[src/rct_pkg.sv]
// Constants, field layouts and carrier types of the countdown timer block.
// Assumes a 50 MHz system clock and an AXI4-Lite register port.
package rct_pkg;
   // ==================================================================
   // Register indices, byte address is four times the index
   localparam logic [7:0] IDX_T2_CNT_HI  = 8'h1c;
   localparam logic [7:0] IDX_T2_CNT_LO  = 8'h1d;
   localparam logic [7:0] IDX_T3_CTL     = 8'h1e;
   localparam logic [7:0] IDX_T3_RLD_HI  = 8'h1f;
   localparam logic [7:0] IDX_T3_RLD_LO  = 8'h20;
   localparam logic [7:0] IDX_T3_CNT_HI  = 8'h21;
   localparam logic [7:0] IDX_T3_CNT_LO  = 8'h22;
   localparam logic [7:0] IDX_WK_CTL     = 8'h23;
   localparam logic [7:0] IDX_IRQ_STAT   = 8'h28;
   localparam logic [7:0] IDX_IRQ_MASK   = 8'h29;
   localparam logic [7:0] IDX_CMD        = 8'h2a;
   // ==================================================================
   // Field positions and reset values
   localparam int         CMD_START_BIT  = 0;
   localparam int         CMD_STOP_BIT   = 1;
   localparam int         IRQ_T3_BIT     = 0;
   localparam int         IRQ_WK_BIT     = 1;
   localparam int         IRQ_W          = 2;
   localparam logic [7:0] CTL_RST        = 8'h00;
   localparam logic [7:0] RLD_RST        = 8'h00;
   localparam logic [7:0] WCTL_RST       = 8'h00;
   localparam logic [1:0] MASK_RST       = 2'h0;
   localparam logic [1:0] RESP_OKAY      = 2'h0;
   localparam logic [1:0] RESP_SLVERR    = 2'h2;
   // ==================================================================
   // Wake-up prescaler divisors minus one, in low-frequency oscillator edges
   localparam logic [4:0] WK_DIV8_M1     = 5'h07;
   localparam logic [4:0] WK_DIV16_M1    = 5'h0f;
   localparam logic [4:0] WK_DIV32_M1    = 5'h1f;
   // ==================================================================
   // Modes and carriers
   typedef enum logic [1:0] {
      START_NONE   = 2'h0,
      START_TX_END = 2'h1,
      START_TRIM   = 2'h2,
      START_TRIM_U = 2'h3
   } rct_start_t;
   typedef enum logic [1:0] {
      CLK_13M56 = 2'h0,
      CLK_SUBC  = 2'h1,
      CLK_T0_UF = 2'h2,
      CLK_T1_UF = 2'h3
   } rct_clk_t;
   typedef struct packed {
      logic       halt_on_first_rx_nibble;
      logic       rfu6;
      rct_start_t autostart_select;
      logic       auto_reload_enable;
      logic       rfu2;
      rct_clk_t   count_clock_select;
   } rct_ctl_t;
   typedef struct packed {
      logic       wakeup_running_status;
      logic       wakeup_run_write_gate;
      logic       wakeup_auto_trim;
      logic       wakeup_auto_card_detect;
      logic       wakeup_auto_reload;
      logic       wakeup_on_underflow;
      logic [1:0] wakeup_clock_select;
   } rct_wctl_t;
endpackage

[src/rct_down.sv]
// Reloadable down-counter core with underflow strobe.
// Assumes start, stop and decrement strobes on the same clock.
`timescale 1ns/100ps
`default_nettype none
module rct_down #(
   parameter int W = 16
) (
   // Clock and reset
   input  wire logic         aclk,
   input  wire logic         aresetn,
   // Control
   input  wire logic         start,
   input  wire logic         stop,
   input  wire logic         dec,
   input  wire logic         uf_en,
   input  wire logic         auto_rl,
   input  wire logic [W-1:0] reload,
   // State
   output logic      [W-1:0] cnt_r,
   output logic              run_r,
   output logic              uf_r
);
   // ==================================================================
   // Counter
   always_ff @(posedge aclk) begin
      if (!aresetn) begin
         cnt_r <= '0;
         run_r <= 1'b0;
         uf_r  <= 1'b0;
      end else begin
         uf_r <= 1'b0;
         if (start) begin
            cnt_r <= reload;
            run_r <= 1'b1;
         end else if (stop) begin
            run_r <= 1'b0;
         end else if (run_r && dec) begin
            if (cnt_r != '0) begin
               cnt_r <= cnt_r - 1'b1;
            end else if (uf_en) begin
               uf_r <= 1'b1;
               if (auto_rl) begin
                  cnt_r <= reload;
               end else begin
                  run_r <= 1'b0;
               end
            end else begin
               // Trim without underflow parks at zero, no event
               run_r <= 1'b0;
            end
         end
      end
   end
endmodule // rct_down
`default_nettype wire

[src/rct_wake.sv]
// Wake-up timer: prescaled low-frequency countdown with wake actions.
// Assumes lfo_s is already synchronised to aclk.
`timescale 1ns/100ps
`default_nettype none
module rct_wake #(
   parameter logic [15:0] WK_RELOAD = 16'h0100
) (
   // Clock and reset
   input  wire logic              aclk,
   input  wire logic              aresetn,
   // Oscillator level and control write
   input  wire logic              lfo_s,
   input  wire logic              wr,
   input  wire rct_pkg::rct_wctl_t wdata,
   // State and actions
   output rct_pkg::rct_wctl_t     ctl_r,
   output logic                   wake_r,
   output logic                   low_power_card_detect_r,
   output logic                   trim_r,
   output logic                   uf_r
);
   import rct_pkg::*;
   logic        lfo_d_r;
   logic [4:0]  div_r;
   logic [4:0]  div_lim;
   logic [15:0] cnt_r;
   logic        tick;
   // ==================================================================
   // Prescaler
   always_comb begin
      case (ctl_r.wakeup_clock_select)
         2'h0:    div_lim = 5'h00;
         2'h1:    div_lim = WK_DIV8_M1;
         2'h2:    div_lim = WK_DIV16_M1;
         default: div_lim = WK_DIV32_M1;
      endcase
   end
   assign tick = lfo_s && !lfo_d_r && (div_r >= div_lim);
   always_ff @(posedge aclk) begin
      if (!aresetn) begin
         lfo_d_r <= 1'b0;
         div_r   <= 5'h00;
      end else begin
         lfo_d_r <= lfo_s;
         if (tick) begin
            div_r <= 5'h00;
         end else if (lfo_s && !lfo_d_r) begin
            div_r <= div_r + 5'h01;
         end
      end
   end
   // ==================================================================
   // Control and countdown
   always_ff @(posedge aclk) begin
      if (!aresetn) begin
         ctl_r  <= WCTL_RST;
         cnt_r  <= 16'h0000;
         wake_r <= 1'b0;
         low_power_card_detect_r <= 1'b0;
         trim_r <= 1'b0;
         uf_r   <= 1'b0;
      end else begin
         wake_r <= 1'b0;
         low_power_card_detect_r <= 1'b0;
         trim_r <= 1'b0;
         uf_r   <= 1'b0;
         if (wr) begin
            ctl_r[5:0] <= wdata[5:0];
            if (wdata.wakeup_run_write_gate) begin
               ctl_r.wakeup_running_status <= wdata.wakeup_running_status;
               cnt_r <= WK_RELOAD;
            end
         end else if (ctl_r.wakeup_running_status && tick) begin
            if (cnt_r != 16'h0000) begin
               cnt_r <= cnt_r - 16'h0001;
            end else begin
               uf_r   <= 1'b1;
               wake_r <= ctl_r.wakeup_on_underflow;
               low_power_card_detect_r <= ctl_r.wakeup_auto_card_detect;
               trim_r <= ctl_r.wakeup_auto_trim;
               cnt_r  <= WK_RELOAD;
               if (!ctl_r.wakeup_auto_reload) begin
                  ctl_r.wakeup_running_status <= 1'b0;
               end
            end
         end
      end
   end
endmodule // rct_wake
`default_nettype wire

[src/rct_timer.sv]
// Third general timer with wake-up timer, AXI4-Lite register slave.
// Assumes tick and underflow strobes come from logic on aclk; the trim
// and low-frequency oscillator pins are asynchronous.
//
// Summary of operation
// - Halt on first received nibble when enabled
// - Halt-on-receive ignored in trimming modes
// - Mode 00 never autostarts; 01 at transmit end
// - Trim modes start/stop on positive edge
// - Auto-reload reloads and keeps counting at zero, except in trim mode 10, which parks
// - Without auto-reload, stop at zero
// - Every underflow sets interrupt flag
// - Clock codes 00/01 pick fixed/subcarrier ticks
// - Clock codes 10/11 cascade neighbour timer underflows
// - Start loads sixteen-bit reload value
// - Reload writes wait for next start or auto-reload
// - Live count readable as two bytes
// - Second timer count readable at consecutive addresses
// - Wake-up timer wakes system, launches card detect
// - Running bit writable only with gate bit
// - Wake-up clock oscillator, direct or divided 8/16/32
`timescale 1ns/100ps
`default_nettype none
module rct_timer
   import rct_pkg::*;
#(
   parameter logic [15:0] WK_RELOAD = 16'h0100
) (
   // Clock and reset
   input  wire logic        aclk,
   input  wire logic        aresetn,
   // AXI4-Lite write
   input  wire logic [11:0] s_axi_awaddr,
   input  wire logic        s_axi_awvalid,
   output logic             s_axi_awready,
   input  wire logic [31:0] s_axi_wdata,
   input  wire logic [3:0]  s_axi_wstrb,
   input  wire logic        s_axi_wvalid,
   output logic             s_axi_wready,
   output logic [1:0]       s_axi_bresp,
   output logic             s_axi_bvalid,
   input  wire logic        s_axi_bready,
   // AXI4-Lite read
   input  wire logic [11:0] s_axi_araddr,
   input  wire logic        s_axi_arvalid,
   output logic             s_axi_arready,
   output logic [31:0]      s_axi_rdata,
   output logic [1:0]       s_axi_rresp,
   output logic             s_axi_rvalid,
   input  wire logic        s_axi_rready,
   // Link events and count ticks
   input  wire logic        tx_done,
   input  wire logic        rx_nibble,
   input  wire logic        tick_13m56,
   input  wire logic        tick_subc,
   input  wire logic        first_general_timer_uf,
   input  wire logic        second_general_timer_prev_uf,
   input  wire logic [15:0] second_timer_count,
   // Asynchronous pins
   input  wire logic        trim_edge_pin,
   input  wire logic        low_freq_oscillator,
   // Outputs
   output logic             irq,
   output logic             wakeup_req,
   output logic             low_power_card_detect,
   output logic             wakeup_trim_req
);
   import rct_pkg::*;
   // ==================================================================
   // Declarations
   rct_ctl_t          ctl_r;
   logic [7:0]        reload_value_high;
   logic [7:0]        reload_value_low;
   logic [IRQ_W-1:0]  stat_r;
   logic [IRQ_W-1:0]  mask_r;
   logic [IRQ_W-1:0]  stat_nxt;
   logic              irq_r;
   logic              have_aw_r;
   logic              have_w_r;
   logic [7:0]        wr_idx_r;
   logic              wr_hi_r;
   logic [7:0]        wdat_r;
   logic              wstb_r;
   logic              do_wr;
   logic              have_aw_nxt;
   logic              have_w_nxt;
   logic              rvalid_nxt;
   logic              wr_ok;
   logic [7:0]        rd_idx;
   logic [7:0]        rd_val;
   logic              rd_ok;
   logic              trim_m_r;
   logic              trim_s_r;
   logic              trim_d_r;
   logic              lfo_m_r;
   logic              lfo_s_r;
   logic              trim_pos;
   logic              trim_mode;
   logic [15:0]       reload_value;
   logic [15:0]       live_count;
   logic              run;
   logic              t3_uf;
   logic              wk_uf;
   logic              sw_start;
   logic              sw_stop;
   logic              start_ev;
   logic              stop_ev;
   logic              dec;
   logic              wk_wr;
   rct_wctl_t         wk_ctl;
   // ==================================================================
   // Pin synchronisers
   always_ff @(posedge aclk) begin
      if (!aresetn) begin
         trim_m_r <= 1'b0;
         trim_s_r <= 1'b0;
         trim_d_r <= 1'b0;
         lfo_m_r  <= 1'b0;
         lfo_s_r  <= 1'b0;
      end else begin
         trim_m_r <= trim_edge_pin;
         trim_s_r <= trim_m_r;
         trim_d_r <= trim_s_r;
         lfo_m_r  <= low_freq_oscillator;
         lfo_s_r  <= lfo_m_r;
      end
   end
   assign trim_pos = trim_s_r && !trim_d_r;
   // ==================================================================
   // AXI4-Lite write channel
   assign do_wr       = have_aw_r && have_w_r && !s_axi_bvalid;
   assign have_aw_nxt = do_wr ? 1'b0 :
                        (have_aw_r || (s_axi_awvalid && s_axi_awready));
   assign have_w_nxt  = do_wr ? 1'b0 :
                        (have_w_r || (s_axi_wvalid && s_axi_wready));
   always_ff @(posedge aclk) begin
      if (!aresetn) begin
         have_aw_r     <= 1'b0;
         have_w_r      <= 1'b0;
         wr_idx_r      <= 8'h00;
         wr_hi_r       <= 1'b0;
         wdat_r        <= 8'h00;
         wstb_r        <= 1'b0;
         s_axi_awready <= 1'b0;
         s_axi_wready  <= 1'b0;
         s_axi_bvalid  <= 1'b0;
         s_axi_bresp   <= RESP_OKAY;
      end else begin
         have_aw_r     <= have_aw_nxt;
         have_w_r      <= have_w_nxt;
         s_axi_awready <= !have_aw_nxt;
         s_axi_wready  <= !have_w_nxt;
         if (s_axi_awvalid && s_axi_awready) begin
            wr_idx_r <= s_axi_awaddr[9:2];
            wr_hi_r  <= (s_axi_awaddr[11:10] != 2'h0);
         end
         if (s_axi_wvalid && s_axi_wready) begin
            wdat_r <= s_axi_wdata[7:0];
            wstb_r <= s_axi_wstrb[0];
         end
         if (do_wr) begin
            s_axi_bvalid <= 1'b1;
            s_axi_bresp  <= wr_ok ? RESP_OKAY : RESP_SLVERR;
         end else if (s_axi_bready) begin
            s_axi_bvalid <= 1'b0;
         end
      end
   end
   always_comb begin
      case (wr_idx_r)
         IDX_T3_CTL, IDX_T3_RLD_HI, IDX_T3_RLD_LO, IDX_WK_CTL,
         IDX_IRQ_STAT, IDX_IRQ_MASK, IDX_CMD: wr_ok = !wr_hi_r;
         IDX_T2_CNT_HI, IDX_T2_CNT_LO,
         IDX_T3_CNT_HI, IDX_T3_CNT_LO:        wr_ok = !wr_hi_r;
         default:                             wr_ok = 1'b0;
      endcase
   end
   // Register writes
   assign wk_wr    = do_wr && wr_ok && wstb_r && (wr_idx_r == IDX_WK_CTL);
   assign sw_start = do_wr && wr_ok && wstb_r && (wr_idx_r == IDX_CMD)
                     && wdat_r[CMD_START_BIT];
   assign sw_stop  = do_wr && wr_ok && wstb_r && (wr_idx_r == IDX_CMD)
                     && wdat_r[CMD_STOP_BIT];
   always_ff @(posedge aclk) begin
      if (!aresetn) begin
         ctl_r             <= CTL_RST;
         reload_value_high <= RLD_RST;
         reload_value_low  <= RLD_RST;
         mask_r            <= MASK_RST;
      end else if (do_wr && wr_ok && wstb_r) begin
         case (wr_idx_r)
            IDX_T3_CTL: begin
               ctl_r      <= wdat_r;
               ctl_r.rfu6 <= 1'b0;
               ctl_r.rfu2 <= 1'b0;
            end
            // Stored only; the counter samples it at start and at auto-reload
            IDX_T3_RLD_HI: reload_value_high <= wdat_r;
            IDX_T3_RLD_LO: reload_value_low  <= wdat_r;
            IDX_IRQ_MASK:  mask_r <= wdat_r[IRQ_W-1:0];
            default: ;
         endcase
      end
   end
   // ==================================================================
   // Interrupt status, set wins over write-one-to-clear
   always_comb begin
      stat_nxt = stat_r;
      if (do_wr && wr_ok && wstb_r && wr_idx_r == IDX_IRQ_STAT) begin
         stat_nxt = stat_nxt & ~wdat_r[IRQ_W-1:0];
      end
      stat_nxt[IRQ_T3_BIT] = stat_nxt[IRQ_T3_BIT] | t3_uf;
      stat_nxt[IRQ_WK_BIT] = stat_nxt[IRQ_WK_BIT] | wk_uf;
   end
   always_ff @(posedge aclk) begin
      if (!aresetn) begin
         stat_r <= '0;
         irq_r  <= 1'b0;
      end else begin
         stat_r <= stat_nxt;
         irq_r  <= |(stat_nxt & mask_r);
      end
   end
   assign irq = irq_r;
   // ==================================================================
   // AXI4-Lite read channel, byte registers in the low lane
   assign rd_idx     = s_axi_araddr[9:2];
   assign rvalid_nxt = (s_axi_arvalid && s_axi_arready) ||
                       (s_axi_rvalid && !s_axi_rready);
   always_comb begin
      rd_ok = (s_axi_araddr[11:10] == 2'h0);
      case (rd_idx)
         IDX_T2_CNT_HI: rd_val = second_timer_count[15:8];
         IDX_T2_CNT_LO: rd_val = second_timer_count[7:0];
         IDX_T3_CTL:    rd_val = ctl_r;
         IDX_T3_RLD_HI: rd_val = reload_value_high;
         IDX_T3_RLD_LO: rd_val = reload_value_low;
         IDX_T3_CNT_HI: rd_val = live_count[15:8];
         IDX_T3_CNT_LO: rd_val = live_count[7:0];
         IDX_WK_CTL:    rd_val = {wk_ctl[7], 1'b0, wk_ctl[5:0]};
         IDX_IRQ_STAT:  rd_val = {6'h00, stat_r};
         IDX_IRQ_MASK:  rd_val = {6'h00, mask_r};
         IDX_CMD:       rd_val = 8'h00;
         default: begin
            rd_val = 8'h00;
            rd_ok  = 1'b0;
         end
      endcase
   end
   always_ff @(posedge aclk) begin
      if (!aresetn) begin
         s_axi_arready <= 1'b0;
         s_axi_rvalid  <= 1'b0;
         s_axi_rdata   <= 32'h0000_0000;
         s_axi_rresp   <= RESP_OKAY;
      end else begin
         s_axi_arready <= !rvalid_nxt;
         s_axi_rvalid  <= rvalid_nxt;
         if (s_axi_arvalid && s_axi_arready) begin
            s_axi_rdata <= {24'h00_0000, rd_val};
            s_axi_rresp <= rd_ok ? RESP_OKAY : RESP_SLVERR;
         end
      end
   end
   // ==================================================================
   // Start, stop and count clock selection
   assign trim_mode = ctl_r.autostart_select[1];
   assign start_ev  = sw_start ||
      (ctl_r.autostart_select == START_TX_END && tx_done) ||
      (trim_mode && trim_pos && !run);
   // Receive halt is skipped in trim modes, only the pin edge or the stop command stops
   assign stop_ev   = sw_stop ||
      (trim_mode && trim_pos && run) ||
      (!trim_mode && ctl_r.halt_on_first_rx_nibble && rx_nibble);
   always_comb begin
      case (ctl_r.count_clock_select)
         CLK_13M56: dec = tick_13m56;
         CLK_SUBC:  dec = tick_subc;
         CLK_T0_UF: dec = first_general_timer_uf;
         default:   dec = second_general_timer_prev_uf;
      endcase
   end
   assign reload_value = {reload_value_high, reload_value_low};
   rct_down #(
      .W       (16)
   ) u_down (
      .aclk    (aclk),
      .aresetn (aresetn),
      .start   (start_ev),
      .stop    (stop_ev),
      .dec     (dec),
      .uf_en   (ctl_r.autostart_select != START_TRIM),
      .auto_rl (ctl_r.auto_reload_enable),
      .reload  (reload_value),
      .cnt_r   (live_count),
      .run_r   (run),
      .uf_r    (t3_uf)
   );
   // ==================================================================
   // Wake-up timer
   rct_wake #(
      .WK_RELOAD (WK_RELOAD)
   ) u_wake (
      .aclk      (aclk),
      .aresetn   (aresetn),
      .lfo_s     (lfo_s_r),
      .wr        (wk_wr),
      .wdata     (rct_wctl_t'(wdat_r)),
      .ctl_r     (wk_ctl),
      .wake_r    (wakeup_req),
      .low_power_card_detect_r    (low_power_card_detect),
      .trim_r    (wakeup_trim_req),
      .uf_r      (wk_uf)
   );
   // ==================================================================
   // Checks
   halt_rx_a: assert property (@(posedge aclk) disable iff (!aresetn)
      run && !trim_mode && ctl_r.halt_on_first_rx_nibble && rx_nibble
      && !start_ev |=> !run)
      else $error("timer kept running after first nibble");
   trim_rx_a: assert property (@(posedge aclk) disable iff (!aresetn)
      run && trim_mode && rx_nibble && !trim_pos && !sw_stop
      && live_count > 16'h0001 |=> run)
      else $error("receive halted a trimming timer");
   autostart_a: assert property (@(posedge aclk) disable iff (!aresetn)
      ctl_r.autostart_select == START_TX_END && tx_done
      |=> run && live_count == $past(reload_value))
      else $error("no start at transmit end");
   reload_a: assert property (@(posedge aclk) disable iff (!aresetn)
      t3_uf && ctl_r.auto_reload_enable
      |-> run && live_count == $past(reload_value))
      else $error("underflow did not reload");
   stop_zero_a: assert property (@(posedge aclk) disable iff (!aresetn)
      t3_uf && !ctl_r.auto_reload_enable |-> !run && live_count == 16'h0)
      else $error("timer did not stop at zero");
   uf_flag_a: assert property (@(posedge aclk) disable iff (!aresetn)
      t3_uf |=> stat_r[IRQ_T3_BIT])
      else $error("underflow flag not set");
   step_a: assert property (@(posedge aclk) disable iff (!aresetn)
      run && dec && live_count != 16'h0 && !start_ev && !stop_ev
      |=> live_count == $past(live_count) - 16'h0001)
      else $error("count did not step by one");
   reload_hold_a: assert property (@(posedge aclk) disable iff (!aresetn)
      !start_ev && !(run && dec) |=> live_count == $past(live_count))
      else $error("count moved without cause");
endmodule // rct_timer
`default_nettype wire

[config.mk]
export PLATFORM = sky130hd
export DESIGN_NAME = rct_timer
export DESIGN_NICKNAME = d
export VERILOG_FILES = /design/src/rct_pkg.sv /design/src/rct_down.sv /design/src/rct_wake.sv /design/src/rct_timer.sv
export SDC_FILE = /design/constraint.sdc
export NUM_CORES = 1
export LEC_CHECK = 0
export BUFFER_PORTS_ARGS = -buffer_cell sky130_fd_sc_hd__buf_2
export CORE_ASPECT_RATIO = 1.1
export CORE_UTILIZATION = 55
export DETAILED_ROUTE_END_ITERATION = 16
export PLACE_DENSITY = 0.85
export SLEW_MARGIN = 40
export SYNTH_ARGS = -nofsm -noshare
export SYNTH_HDL_FRONTEND = slang
export SYNTH_SLANG_ARGS = --single-unit
[constraint.sdc]
create_clock -name aclk -period 4.7 [get_ports aclk]
set_input_delay 0.235 -clock aclk [delete_from_list [all_inputs] [get_ports aclk]]
set_output_delay 0.235 -clock aclk [all_outputs]
set_load 0.02 [all_outputs]
### Word level (Yosys, flattened, before mapping)

Index checks and enable logic that the tools add are counted.

* mux-type cells: 35
* add/sub/neg operators: 3
* magnitude comparators: 1
* eq/ne operators: 34
* bitwise logic cells: 8
* reductions and logical operators: 68

Operators with widths (count)
* two-way mux 16 bit: 10
* equality test 8 x 6 -> 1 bit (second input constant): 14
* one-hot mux 8 bit (10 select lines): 1
* equality test 8 x 5 -> 1 bit (second input constant): 8
* nonzero test 16 bit: 2
* subtractor 16 x 1 -> 16 bit (second input constant): 2
* logical AND 1 bit: 24
* OR reduction 11 bit: 2
* two-way mux 1 bit: 19
* one-hot mux 5 bit (3 select lines): 1
* logical NOT 1 bit: 10
* AND reduction 2 bit: 5
* nonzero test 3 bit: 3
* AND reduction 4 bit: 2
* nonzero test 2 bit: 4
* logical OR 1 bit: 7
* equality test 2 x 1 -> 1 bit (second input constant): 3
* logical NOT 2 bit: 3
* two-way mux 2 bit: 3
* != test 2 bit (second input constant): 3
* adder 5 x 1 -> 5 bit (second input constant): 1
* >= comparator 5 bit: 1
* OR reduction 5 bit: 1
* bitwise AND 2 bit: 2
* 12 further kinds: 18

* bits in registers: 120
* input bits: 91
* logic and storage cells: 193
* output and inout bits: 45

### Logic depth before layout (Yosys ltp)

Gate-level depths: netlist (run 1).

* word-level depth: 11
* depth in mapped cells: 11
* gate-level depth less buffers: 9

### Cells and area by module

Synthesis (run 1) repeated with hierarchy kept, for this count alone.

* cells, all modules: 696
* area, all modules: 6299.8 um^2

By module, submodules not included
* rct_timer: instances 1, sequential area each 1341.3 um^2, cells each 372, area an instance 3462.1 um^2
* rct_wake: instances 1, sequential area each 660.6 um^2, cells each 169, area an instance 1557.7 um^2
* rct_down: instances 1, sequential area each 360.3 um^2, cells each 155, area an instance 1280.0 um^2

### Worst setup path before layout (run 1)

Ideal clock, no wire load.

* path kind: reg-to-reg
* start: reg u_wake.cnt_r[2]
* end: reg u_wake.cnt_r[11]
* buffers on the path: 1
* data required time: 4634 ps
* library setup time: 66 ps
* clock period less this slack: 2395 ps
* setup slack: 2305 ps
* cell stages (with the launch flop): 7
* arrival time: 2329 ps
* cells stage by stage: dfxtp_1 > or4_4 > or4_1 > buf_2 > or4_4 > or3_1 > a21oi_2

* longest elaborated chain between the ends: 4
* elaborated cells on any way between the ends: 5
* classes of those cells: add/sub: 1; mux: 3; reduce/logical: 1

Ends and longest elaborated chain
* start: declaration: line rct_wake.sv:26 `logic [15:0] cnt_r;`
* start signal: assignment: line rct_wake.sv:75 `cnt_r <= cnt_r - 16'h0001;`
* subtractor 16 x 1 -> 16 bit / nonzero test 16 bit (equally long branches): line rct_wake.sv:75, rct_wake.sv:74
* two-way mux 16 bit (*): line rct_wake.sv:74 `if (cnt_r != 16'h0000) begin`
* two-way mux 16 bit (*): line rct_wake.sv:73 `end else if (ctl_r.wakeup_running_status && tick) begin`
* two-way mux 16 bit (*): line rct_wake.sv:67 `if (wr) begin`

Mark *: on every way between the ends. The rest lies on a longest branch, timed or not. The select of a mux whose other input is x is not followed.
A chain may end at the register's enable or synchronous reset.

### Worst setup path in the final report (run 1)

* start: reg wr_idx_r[7]
* end: reg u_wake.cnt_r[9]

* longest elaborated chain between the ends: 8
* elaborated cells on any way between the ends: 20
* classes of those cells: eq/ne: 12; mux: 2; reduce/logical: 6

Ends and longest elaborated chain
* start: declaration: line rct_timer.sv:80 `logic [7:0] wr_idx_r;`
* start signal: assignment: line rct_timer.sv:154 `wr_idx_r <= s_axi_awaddr[9:2];`
* equality test 8 x 6 -> 1 bit, or another cell as far along: line rct_timer.sv:170, rct_timer.sv:179
* OR reduction 11 bit (no source line)
* two-way mux 1 bit
* logical AND 1 bit (2 in series): line rct_timer.sv:179 `assign wk_wr = do_wr && wr_ok && wstb_r && (wr_idx_r == IDX_WK_CTL);`
* logical AND 1 bit (*): line rct_timer.sv:179
* != test 2 bit (no source line) / nonzero test 2 bit (equally long branches)
* AND reduction 2 bit (no source line)

Mark *: on every way between the ends. The rest lies on a longest branch, timed or not.

==> results.txt, run 1 <==
Num ports: 136
Total die area: 11300 um2
Top cells by area, synth: sky130_fd_sc_hd__dfxtp_1, sky130_fd_sc_hd__nand2_1, sky130_fd_sc_hd__a21oi_1
Maximum level of the CTS H-tree: 4
Length of the first detailed-routing pass in iterations: 5
Hold-fix buffers at CTS: 0
Number of vias per cell: 6.02
Clock tree from TritonCTS: yes
Wire length reported by the detailed router: 16200 um
Leak pwr: 2.90 nW
Net Sw Power: 0.604 mW
Hold Crit Class: primary input to register
Share of power burned in registers: 41.9%
Share of synthesized area occupied by flip-flops and latches: 39.4%
Vias in the first global route: 5207
Top post-synthesis cells by count: sky130_fd_sc_hd__dfxtp_1, sky130_fd_sc_hd__nand2_1, sky130_fd_sc_hd__nor2_1
Tightest slew margin relative to the limit: 49.2%
Share of power burned in combinational logic: 6.6%
Largest vdd supply drop: 0.259 mV
Proportion of power drawn by the clock network: 51.5%
Transition time at the pin with the least slew margin: 0.755 ns
Setup-violating endpoint count in the final report: 0
Row Count: 39
Unrepaired setup endpoints after global routing: no
Number of enable-type register cells in the synthesized netlist: 0
Power Internal: 1.87 mW
Antenna Violating Nets Remaining: 0
Vertical die dimension: 111 um
Required time at the worst-slack endpoint: 5.04 ns
Combined global-route utilization of all metal layers: 29.6%
Final layout net count: 881
Floorplan Core Area: 10500 um2
Post-CTS setup-driven buffer insertion count: 0
Number of port buffers: 78
Buffer type at the clock tree root: sky130_fd_sc_hd__clkbuf_16
DRC violation count after routing: 0
Antenna violations before repair: 0
Area fraction of the dominant cell type after synthesis: 39.4%
Maximum Capacitance Violations: 0
Kind of capture point of the worst setup path: register
Number of different library cells in the post-synthesis netlist: 72
Final sum of negative setup slack: 0 ns
CTS resizes: 0
Chip Width: 102 um
Largest clock skew in the final design: 0.00467 ns
Area added between synthesis and finish: 16.2%
Maximum number of pins on one net before global-route repair: 39
Antenna fix cells: 0
Synth warnings: 0
Mapped Cells: 715
Share of the cycle needed by the critical path after routing: 63.1%
Commonest register cell after synthesis: sky130_fd_sc_hd__dfxtp_1
Net switching share of the total power: 24.4%
Initial core utilization: 57.1%
Filler cells: 834
Number of sinks on the clock net: 118
Wire length per cell: 17.3 um
Overall Power: 2.47 mW
Hpwl dp: 11600 um
Hold Fails Final Rpt: 0
Overflow left after global routing: 0
CP Cell Sequence: or4b_4 -> nor4_4 -> buf_4 -> nand3_1 -> a21boi_4 -> or4_2 -> a21oi_1
Maximum fanout encountered on the critical timing path: 22
Cell area after synthesis: 5990 um2
Clock transition at path regs: 0.05 ns
Crit-path slowest cell: sky130_fd_sc_hd__or4_2
Status: complete, no violations
Max Slew Vio Count: 0
RD Place Congestion: 0.949
CTS buffer count: 17
Worst-skew pair later-pin latency: 0.42 ns
Cell with the most instances after synthesis: sky130_fd_sc_hd__dfxtp_1
Area occupied by multi-input gates: 3350 um2
Mean area per synthesized cell: 8.38 um2
Number of DRC markers in iteration 0: 393
Detailed-route via count: 5639
Global-route wire length before repair: 25700 um
CP startpoint kind: register
Min Tclk post-route: 2.96 ns
Worst-case hold slack: 0.0262 ns
Critical setup path kind: register to register
Flip-flop and latch count after synthesis: 118
Layout cells sized above 1: 18.9%
Max Freq: 0.337 GHz
Largest stage delay on the critical path: 0.67 ns
Power per cell area: 355 nW/um2
Worst-case clock buffer depth: 2
Proportion of synthesized flip-flops having asynchronous set or reset: 0%
Cell type with the highest aggregate area in the netlist: sky130_fd_sc_hd__dfxtp_1
Arrival time at the worst endpoint: 3.31 ns
Storage element area: 2360 um2
==> per-layer routing <==
metal	GRT usage (%)	part of all wire, %
met4	14.3	2.3
met1	35.8	42
met2	48.2	47
met3	7.85	8.2
met5	0	0
==> cell families after synthesis <==
group / Yosys count / synth area share, %
xor+xnor: 6 / 0.877
buf+inv: 76 / 6.81
compound gates: 173 / 18.4
simple gates: 290 / 24.2
mux: 41 / 8.21
flops: 118 / 39.4
fa+ha+maj: 10 / 2.09
other cells: 1 / 0.0626
==> cells in the final DEF (no fill, tap or decap), drive strengths merged, types with 3 or more instances in the layout <==
cell      Yosys  layout
nor2b         6       6
dfxtp       118     118
xnor2         3       3
nand2        86      86
o211ai        5       5
nor3         27      27
a22oi        11      11
and3          8       8
mux4          6       6
clkinv        0       5
o31ai         4       4
nor4          8       8
clkinvlp      0       5
mux2          5       5
clkbuf       31      18
nor2         69      69
or2           4       4
or4           8       8
nand3        24      24
ha           10      10
a31oi         9       9
o21a          4       4
a211oi        3       3
xor2          3       3
mux2i        30      30
o21ai        33      33
nand4b        7       7
a221oi        6       6
conb          1      26
nand2b        5       5
a21oi        65      65
nand3b        5       5
buf          31      83
inv          14      16
or3          14      14
o211a         3       3
and2         13      13
a22o          5       5
==> path summary, 6_finish.rpt <==
path / from / to / slack [ns] / cells after the start
worst max-delay path: wr_idx_r[7] / u_wake.cnt_r[9] / 1.74 / 7
worst min-delay path: low_freq_oscillator / lfo_m_r / 0.03 / 2
worst max register to register: wr_idx_r[7] / u_wake.cnt_r[9] / 1.74 / 7
worst min register to register: lfo_m_r / lfo_s_r / 0.43 / 1
==> state kept, by name, summed over array words and instances (netlist names), 6 cells and up <==
name / flops
reload_value_low: 8
u_down.cnt_r: 16
reload_value_high: 8
u_wake.cnt_r: 16
s_axi_rdata: 8
u_wake.ctl_r: 7
ctl_r: 6
wdat_r: 8
wr_idx_r: 8
==> final cells by class <==
type                    instances  share of cell area [%]
inverters                      14                   0.755
multi-input cells             546                    48.1
well taps                     143                    2.57
clock buffers                  18                    6.31
flip-flops and latches        118                    33.9
clock inverters                14                    2.18
repair buffers                 83                    6.15
==> worst max-delay path, delay by kind of cell (launching register included) <==
family,cells,cell delay [ns]
AO/OA/AOI/OAI,2,0.45
AND/OR/NAND/NOR,4,1.84
flip-flops,1,0.32
buffers and inverters,1,0.27
==> stage by stage <==
stage | utilization (%) | cell area (um2) | std cells | setup WS [ns]
after global routing | 66.3 | 6960 | 936 | 1.62
final | 66.3 | 6960 | 936 | 1.74
after CTS | 66.1 | 6940 | 935 | 1.45
after global placement | 60.3 | 6330 | 903 | 1.58
after detailed placement | 60.5 | 6350 | 903 | 1.46
after floorplan | - | 6080 | 740 | 2.31
==> power groups by stage <==
stage               Combinational [mW]  Sequential, mW  Clock [mW]
CTS                              0.161            1.04        1.29
global route                     0.177            1.04        1.33
detailed placement               0.160            1.06           0
global placement                 0.155            1.06           0
finish                           0.163            1.04        1.27
floorplan                        0.125            1.05           0
No activity file was read; power rests on OpenSTA's default activity.
==> inputs of run 2 (changes only) <==
--- a/config.mk
+++ b/config.mk
@@ -7,9 +7,9 @@
 export LEC_CHECK = 0
 export BUFFER_PORTS_ARGS = -buffer_cell sky130_fd_sc_hd__buf_2
 export CORE_ASPECT_RATIO = 1.1
-export CORE_UTILIZATION = 55
+export CORE_UTILIZATION = 49
 export DETAILED_ROUTE_END_ITERATION = 16
-export PLACE_DENSITY = 0.85
+export PLACE_DENSITY = 0.8
 export SLEW_MARGIN = 40
 export SYNTH_ARGS = -nofsm -noshare
 export SYNTH_HDL_FRONTEND = slang
==> constraint.sdc (replaced) <==
create_clock -name aclk -period 2.54 [get_ports aclk]
set_input_delay 0.127 -clock aclk [delete_from_list [all_inputs] [get_ports aclk]]
set_output_delay 0.127 -clock aclk [all_outputs]
set_load 0.02 [all_outputs]
==> run 2 against run 1 <==
Compared with the run above: clock-buffer cell count up 3; critical path type unchanged; core utilization down 4.4 points; setup slack worse by 1.7 ns.
==> results.txt, run 2 (synthesis results as in run 1) <==
R2R setup slack: 0.08 ns (was 1.74 ns)
Row Count: 42 (was 39)
Initial core utilization: 50.0% (was 57.1%)
Antenna Violating Nets Remaining: 0 (unchanged)
Length of the first detailed-routing pass in iterations: 7 (was 5)
Max Slew Vio Count: 0 (unchanged)
Worst-case hold slack: 0.0369 ns (was 0.0262 ns)
Worst-skew pair later-pin latency: 0.41 ns (was 0.42 ns)
Final sum of negative setup slack: 0 ns (unchanged)
Antenna fix cells: 0 (unchanged)
Vertical die dimension: 118 um (was 111 um)
Min Tclk post-route: 2.46 ns (was 2.96 ns)
CP startpoint kind: register (unchanged)
Number of vias per cell: 5.82 (was 6.02)
Power per cell area: 660 nW/um2 (was 355 nW/um2)
Depth of the worst hold-timing path: 3 (was 2)
Maximum fanout encountered on the critical timing path: 7 (was 22)
Status: complete, no violations (unchanged)
Area added between synthesis and finish: 23.9% (was 16.2%)
Total die area: 12700 um2 (was 11300 um2)
Max Freq: 0.406 GHz (was 0.337 GHz)
Critical setup path kind: register to register (unchanged)
Layout cells sized above 1: 20.2% (was 18.9%)
Number of sinks on the clock net: 118 (unchanged)
Buffer type at the clock tree root: sky130_fd_sc_hd__clkbuf_16 (unchanged)
Number of port buffers: 78 (unchanged)
Tightest slew margin relative to the limit: 47.7% (was 49.2%)
Number of DRC markers in iteration 0: 496 (was 393)
Commonest non-fill, non-tap cell in the layout: sky130_fd_sc_hd__dfxtp_1 (unchanged)
Num ports: 136 (unchanged)
Largest clock skew in the final design: 0.00839 ns (was 0.00467 ns)
Maximum number of pins on one net before global-route repair: 39 (unchanged)
Worst-case clock buffer depth: 2 (unchanged)
Global-route wire length before repair: 25900 um (was 25700 um)
Share of the cycle needed by the critical path after routing: 96.9% (was 63.1%)
Clock tree from TritonCTS: yes (unchanged)
Arrival time at the worst endpoint: 2.80 ns (was 3.31 ns)
Hold Fails Final Rpt: 0 (unchanged)
Antenna violations before repair: 0 (unchanged)
Clock transition at path regs: 0.05 ns (about the same)
Hold Crit Class: primary input to register (unchanged)
Chip Width: 107 um (was 102 um)
Top flop regs: u_down.cnt_r x16, u_wake.cnt_r x16 (unchanged)
Kind of capture point of the worst setup path: register (unchanged)
Setup-violating endpoint count in the final report: 0 (unchanged)
Endpoint, Worst Hold: s_axi_rresp[1] (was lfo_m_r)
Post-CTS setup-driven buffer insertion count: 0 (unchanged)
Largest vdd supply drop: 0.458 mV (was 0.259 mV)
Final non-filler cell total: 990 (was 936)
CTS buffer count: 17 (unchanged)
Maximum level of the CTS H-tree: 4 (unchanged)
Combined global-route utilization of all metal layers: 26.3% (was 29.6%)
Placed Cells incl. Taps: 937 (was 903)
Detailed-route via count: 5759 (was 5639)
Capture instance of the worst register-to-register path: u_wake.cnt_r[11] (was u_wake.cnt_r[9])
Final layout net count: 926 (was 881)
Most frequent cells in the layout: sky130_fd_sc_hd__dfxtp_1, sky130_fd_sc_hd__nand2_1, sky130_fd_sc_hd__buf_2 (unchanged)
Unrepaired setup endpoints after global routing: no (unchanged)
Wire length reported by the detailed router: 16100 um (was 16200 um)
DRC violation count after routing: 0 (unchanged)
RD Place Congestion: 0.960 (was 0.949)
Overflow left after global routing: 0 (unchanged)
Vias in the first global route: 5272 (was 5207)
Required time at the worst-slack endpoint: 2.88 ns (was 5.04 ns)
Transition time at the pin with the least slew margin: 0.778 ns (was 0.755 ns)
Startpoint of the worst register-to-register path: u_wake.cnt_r[2] (was wr_idx_r[7])
Filler cells: 1026 (was 834)
Maximum Capacitance Violations: 0 (unchanged)
Wire length per cell: 16.3 um (was 17.3 um)
Overall Power: 4.89 mW (was 2.47 mW)
Hpwl dp: 11000 um (was 11600 um)
Floorplan Core Area: 12000 um2 (was 10500 um2)
Worst hold start: s_axi_araddr[11] (was low_freq_oscillator)
Worst Reg2Reg Path Length in Cells: 5 (was 7)
Leak pwr: 3.13 nW (was 2.90 nW)
run 2: cell types whose count changed in the layout (fill, tap and decap cells not counted), sizes merged:
cell / previous run / this run
clkinv: 5 / 3
clkbuf: 18 / 21
dlygate4sd3: 0 / 23
bufinv: 2 / 5
inv: 16 / 14
buf: 83 / 105
clkinvlp: 5 / 1
run 2: worst max-delay path, stage by stage, from the launching register on:
cell and delay [ns]:
sky130_fd_sc_hd__dfxtp_1 0.35, sky130_fd_sc_hd__or4_4 0.56, sky130_fd_sc_hd__or4_1 0.48, sky130_fd_sc_hd__or4_4 0.50, sky130_fd_sc_hd__or3_1 0.35, sky130_fd_sc_hd__a21oi_2 0.15
run 2: per-stage QoR:
stage                     instance area [um2]  util (%)  setup WS, ns
after detailed placement                 6520      54.4         0.112
after floorplan                          6080         -         0.145
after global routing                     7420      61.9       0.00327
after global placement                   6520      54.4         0.145
final                                    7420      61.9        0.0782
after CTS                                7400      61.7        0.0504
run 2: worst max path at each step:
stage	from	end	slack, ns
after global placement	u_wake.ctl_r[1]	u_wake.cnt_r[3]	0.14
after detailed placement	u_wake.cnt_r[2]	u_wake.cnt_r[14]	0.11
after floorplan	u_wake.cnt_r[2]	u_wake.cnt_r[11]	0.15
final	u_wake.cnt_r[2]	u_wake.cnt_r[11]	0.08
after CTS	u_wake.cnt_r[2]	u_wake.cnt_r[0]	0.05
after global routing	u_wake.cnt_r[2]	u_wake.cnt_r[9]	0.003
run 2: per-layer routing:
| metal | up-vias | GRT usage, % | wire length [um] |
|---|---|---|---|
| li1 | 2757 | - | - |
| met1 | 2657 | 33.3 | 6780 |
| met2 | 303 | 40.9 | 7380 |
| met3 | 42 | 6.26 | 1420 |
| met4 | 0 | 14.6 | 540 |
| met5 | - | 0 | 0 |
run 2: layout make-up:
type | instances | area [um2] | share of cell area [%]
Multi-Input combinational cell | 546 | 3340 | 45.0
Timing Repair Buffer | 128 | 823 | 11.1
Clock buffer | 21 | 480 | 6.47
Inverter | 14 | 52.6 | 0.708
Tap cell | 154 | 193 | 2.60
Sequential cell | 118 | 2360 | 31.8
Clock inverter | 9 | 173 | 2.33
run 2: timing repair:
action                     in CTS  in global routing
hold buffers                   23                  0
hold endpoints to repair       22                  0
resized for setup               0                  4
setup endpoints to repair       0                 14
run 2: power breakdown:
| group | leakage [nW] | switching, mW | total, mW | internal, mW |
|---|---|---|---|---|
| logic | 1.86 | 0.203 | 0.335 | 0.132 |
| registers | 0.955 | 0.0327 | 1.92 | 1.88 |
| clock network | 0.321 | 0.815 | 2.64 | 1.83 |
| total | 3.13 | 1.05 | 4.89 | 3.84 |
==> inputs of run 3 (changes only) <==
--- a/config.mk
+++ b/config.mk
@@ -9,6 +9,7 @@
 export CORE_ASPECT_RATIO = 1.1
 export CORE_UTILIZATION = 49
 export DETAILED_ROUTE_END_ITERATION = 16
+export HOLD_SLACK_MARGIN = 0.12
 export PLACE_DENSITY = 0.8
 export SLEW_MARGIN = 40
 export SYNTH_ARGS = -nofsm -noshare
==> run 3 against run 2 <==
Compared with the run above: clock power about the same; critical path depth stayed put; maximum frequency is essentially flat; die area is the same; global-route usage up 0.16 points; sequential cell count did not move; cell area up 0.67%; combinational power increased by 2%; sequential share of layout area fell by 0.21 points; cell count rose by 0.51%; clock-buffer cell count stayed put.
==> results.txt, run 3 (synthesis results as in run 1) <==
Buffer type at the clock tree root: sky130_fd_sc_hd__clkbuf_16 (unchanged)
Number of port buffers: 78 (unchanged)
Worst setup slack after layout: 0.0784 ns (was 0.0782 ns)
Most frequent cells in the layout: sky130_fd_sc_hd__dfxtp_1, sky130_fd_sc_hd__nand2_1, sky130_fd_sc_hd__buf_2 (unchanged)
Largest vdd supply drop: 0.458 mV (about the same)
Hold Crit Class: primary input to register (unchanged)
Max Slew Vio Count: 0 (unchanged)
Setup-violating endpoint count in the final report: 0 (unchanged)
Status: complete, no violations (unchanged)
Worst-case clock buffer depth: 2 (unchanged)
Maximum number of pins on one net before global-route repair: 39 (unchanged)
Setup slack after placement: 0.112 ns (unchanged)
Transition time at the pin with the least slew margin: 0.773 ns (was 0.778 ns)
Final layout net count: 931 (was 926)
Maximum Capacitance Violations: 0 (unchanged)
Number of DRC markers in iteration 0: 512 (was 496)
Net switching share of the total power: 21.6% (was 21.5%)
Share of power burned in registers: 39.1% (was 39.2%)
CP startpoint kind: register (unchanged)
Number of vias per cell: 5.82 (about the same)
Proportion of power drawn by the clock network: 53.9% (was 54.0%)
Overflow left after global routing: 0 (unchanged)
Leak pwr: 3.16 nW (was 3.13 nW)
Worst-case hold slack: 0.149 ns (was 0.0369 ns)
Row Count: 42 (unchanged)
DRC violation count after routing: 0 (unchanged)
Share of power burned in combinational logic: 7.0% (was 6.9%)
Final sum of negative setup slack: 0 ns (unchanged)
Net Sw Power: 1.06 mW (was 1.05 mW)
Largest clock skew in the final design: 0.00878 ns (was 0.00839 ns)
Worst Reg2Reg Path Length in Cells: 5 (unchanged)
RD Place Congestion: 0.960 (unchanged)
Total die area: 12700 um2 (unchanged)
Tightest slew margin relative to the limit: 48.1% (was 47.7%)
Wire length reported by the detailed router: 16300 um (was 16100 um)
Area occupied by multi-input gates: 3340 um2 (unchanged)
Clock tree from TritonCTS: yes (unchanged)
Wire length per cell: 16.4 um (was 16.3 um)
Antenna violations before repair: 0 (unchanged)
Hold Fails Final Rpt: 0 (unchanged)
Initial core utilization: 50.0% (unchanged)
Chip Width: 107 um (unchanged)
Antenna Violating Nets Remaining: 0 (unchanged)
Maximum level of the CTS H-tree: 4 (unchanged)
Post-CTS setup-driven buffer insertion count: 0 (unchanged)
Unrepaired setup endpoints after global routing: no (unchanged)
Arrival time at the worst endpoint: 2.80 ns (about the same)
Commonest non-fill, non-tap cell in the layout: sky130_fd_sc_hd__dfxtp_1 (unchanged)
Min Tclk post-route: 2.46 ns (about the same)
Detailed-route via count: 5794 (was 5759)
Depth of the worst hold-timing path: 4 (was 3)
Antenna fix cells: 0 (unchanged)
Global-route wire length before repair: 26000 um (was 25900 um)
Num ports: 136 (unchanged)
Filler cells: 1021 (was 1026)
Vias in the first global route: 5320 (was 5272)
CTS buffer count: 17 (unchanged)
Clock transition at path regs: 0.05 ns (about the same)
Vertical die dimension: 118 um (unchanged)
Storage element area: 2360 um2 (unchanged)
Required time at the worst-slack endpoint: 2.88 ns (about the same)
Critical setup path kind: register to register (unchanged)
Length of the first detailed-routing pass in iterations: 5 (was 7)
Final non-filler cell total: 995 (was 990)
Max Freq: 0.406 GHz (about the same)
Power Internal: 3.85 mW (was 3.84 mW)
Combined global-route utilization of all metal layers: 26.5% (was 26.3%)
Overall Power: 4.90 mW (was 4.89 mW)
Top flop regs: u_down.cnt_r x16, u_wake.cnt_r x16 (unchanged)
Kind of capture point of the worst setup path: register (unchanged)
Maximum fanout encountered on the critical timing path: 7 (unchanged)
Hpwl dp: 11000 um (unchanged)
Worst-skew pair later-pin latency: 0.41 ns (about the same)
Number of sinks on the clock net: 118 (unchanged)
Area added between synthesis and finish: 24.7% (was 23.9%)
Floorplan Core Area: 12000 um2 (unchanged)
Placed Cells incl. Taps: 937 (unchanged)
Layout cells sized above 1: 20.1% (was 20.2%)
Share of the cycle needed by the critical path after routing: 96.9% (about the same)
Power per cell area: 657 nW/um2 (was 660 nW/um2)
==> run 3: cell type report <==
cell class	count	area share (%)
multi-input cells	546	44.7
inverters	14	0.703
repair buffers	133	11.7
clock inverters	9	2.31
clock buffers	21	6.43
well taps	154	2.58
flip-flops and latches	118	31.6
==> run 3: critical path, cell delays in order (launching register included) <==
cell and delay, ns:
sky130_fd_sc_hd__dfxtp_1 0.35, sky130_fd_sc_hd__or4_4 0.56, sky130_fd_sc_hd__or4_1 0.48, sky130_fd_sc_hd__or4_4 0.50
sky130_fd_sc_hd__or3_1 0.35, sky130_fd_sc_hd__a21oi_2 0.15
==> run 3: worst paths after layout <==
path	end	startpoint	slack, ns
hold reg to reg	lfo_s_r	lfo_m_r	0.44
setup reg to reg	u_wake.cnt_r[11]	u_wake.cnt_r[2]	0.08
hold / removal	s_axi_rdata[2]	second_timer_count[10]	0.15
setup / recovery	u_wake.cnt_r[11]	u_wake.cnt_r[2]	0.08
==> run 3: timing repair <==
action	in CTS	in global routing
hold buffers	28	0
hold endpoints to repair	24	0
gates resized for setup	0	4
setup endpoints to repair	0	14
==> run 3: power groups by stage <==
stage                     Combinational, mW  Sequential (mW)  Clock (mW)
final                                 0.342             1.92        2.65
after global routing                  0.373             1.92        2.75
after CTS                             0.335             1.92        2.67
after detailed placement              0.302             1.95           0
after global placement                0.301             1.95           0
after floorplan                       0.231             1.95           0
==> run 3: routing by layer <==
layer,track usage [%],wire length [um]
met4,14.6,551
met1,33.3,6920
met3,6.20,1380
met5,0,0
met2,41.5,7430
==> run 3: through the flow <==
stage                     cell area, um2  util, %
after global routing                7470     62.4
after detailed placement            6520     54.4
after global placement              6520     54.4
final                               7470     62.4
after floorplan                     6080        -
after CTS                           7450     62.2
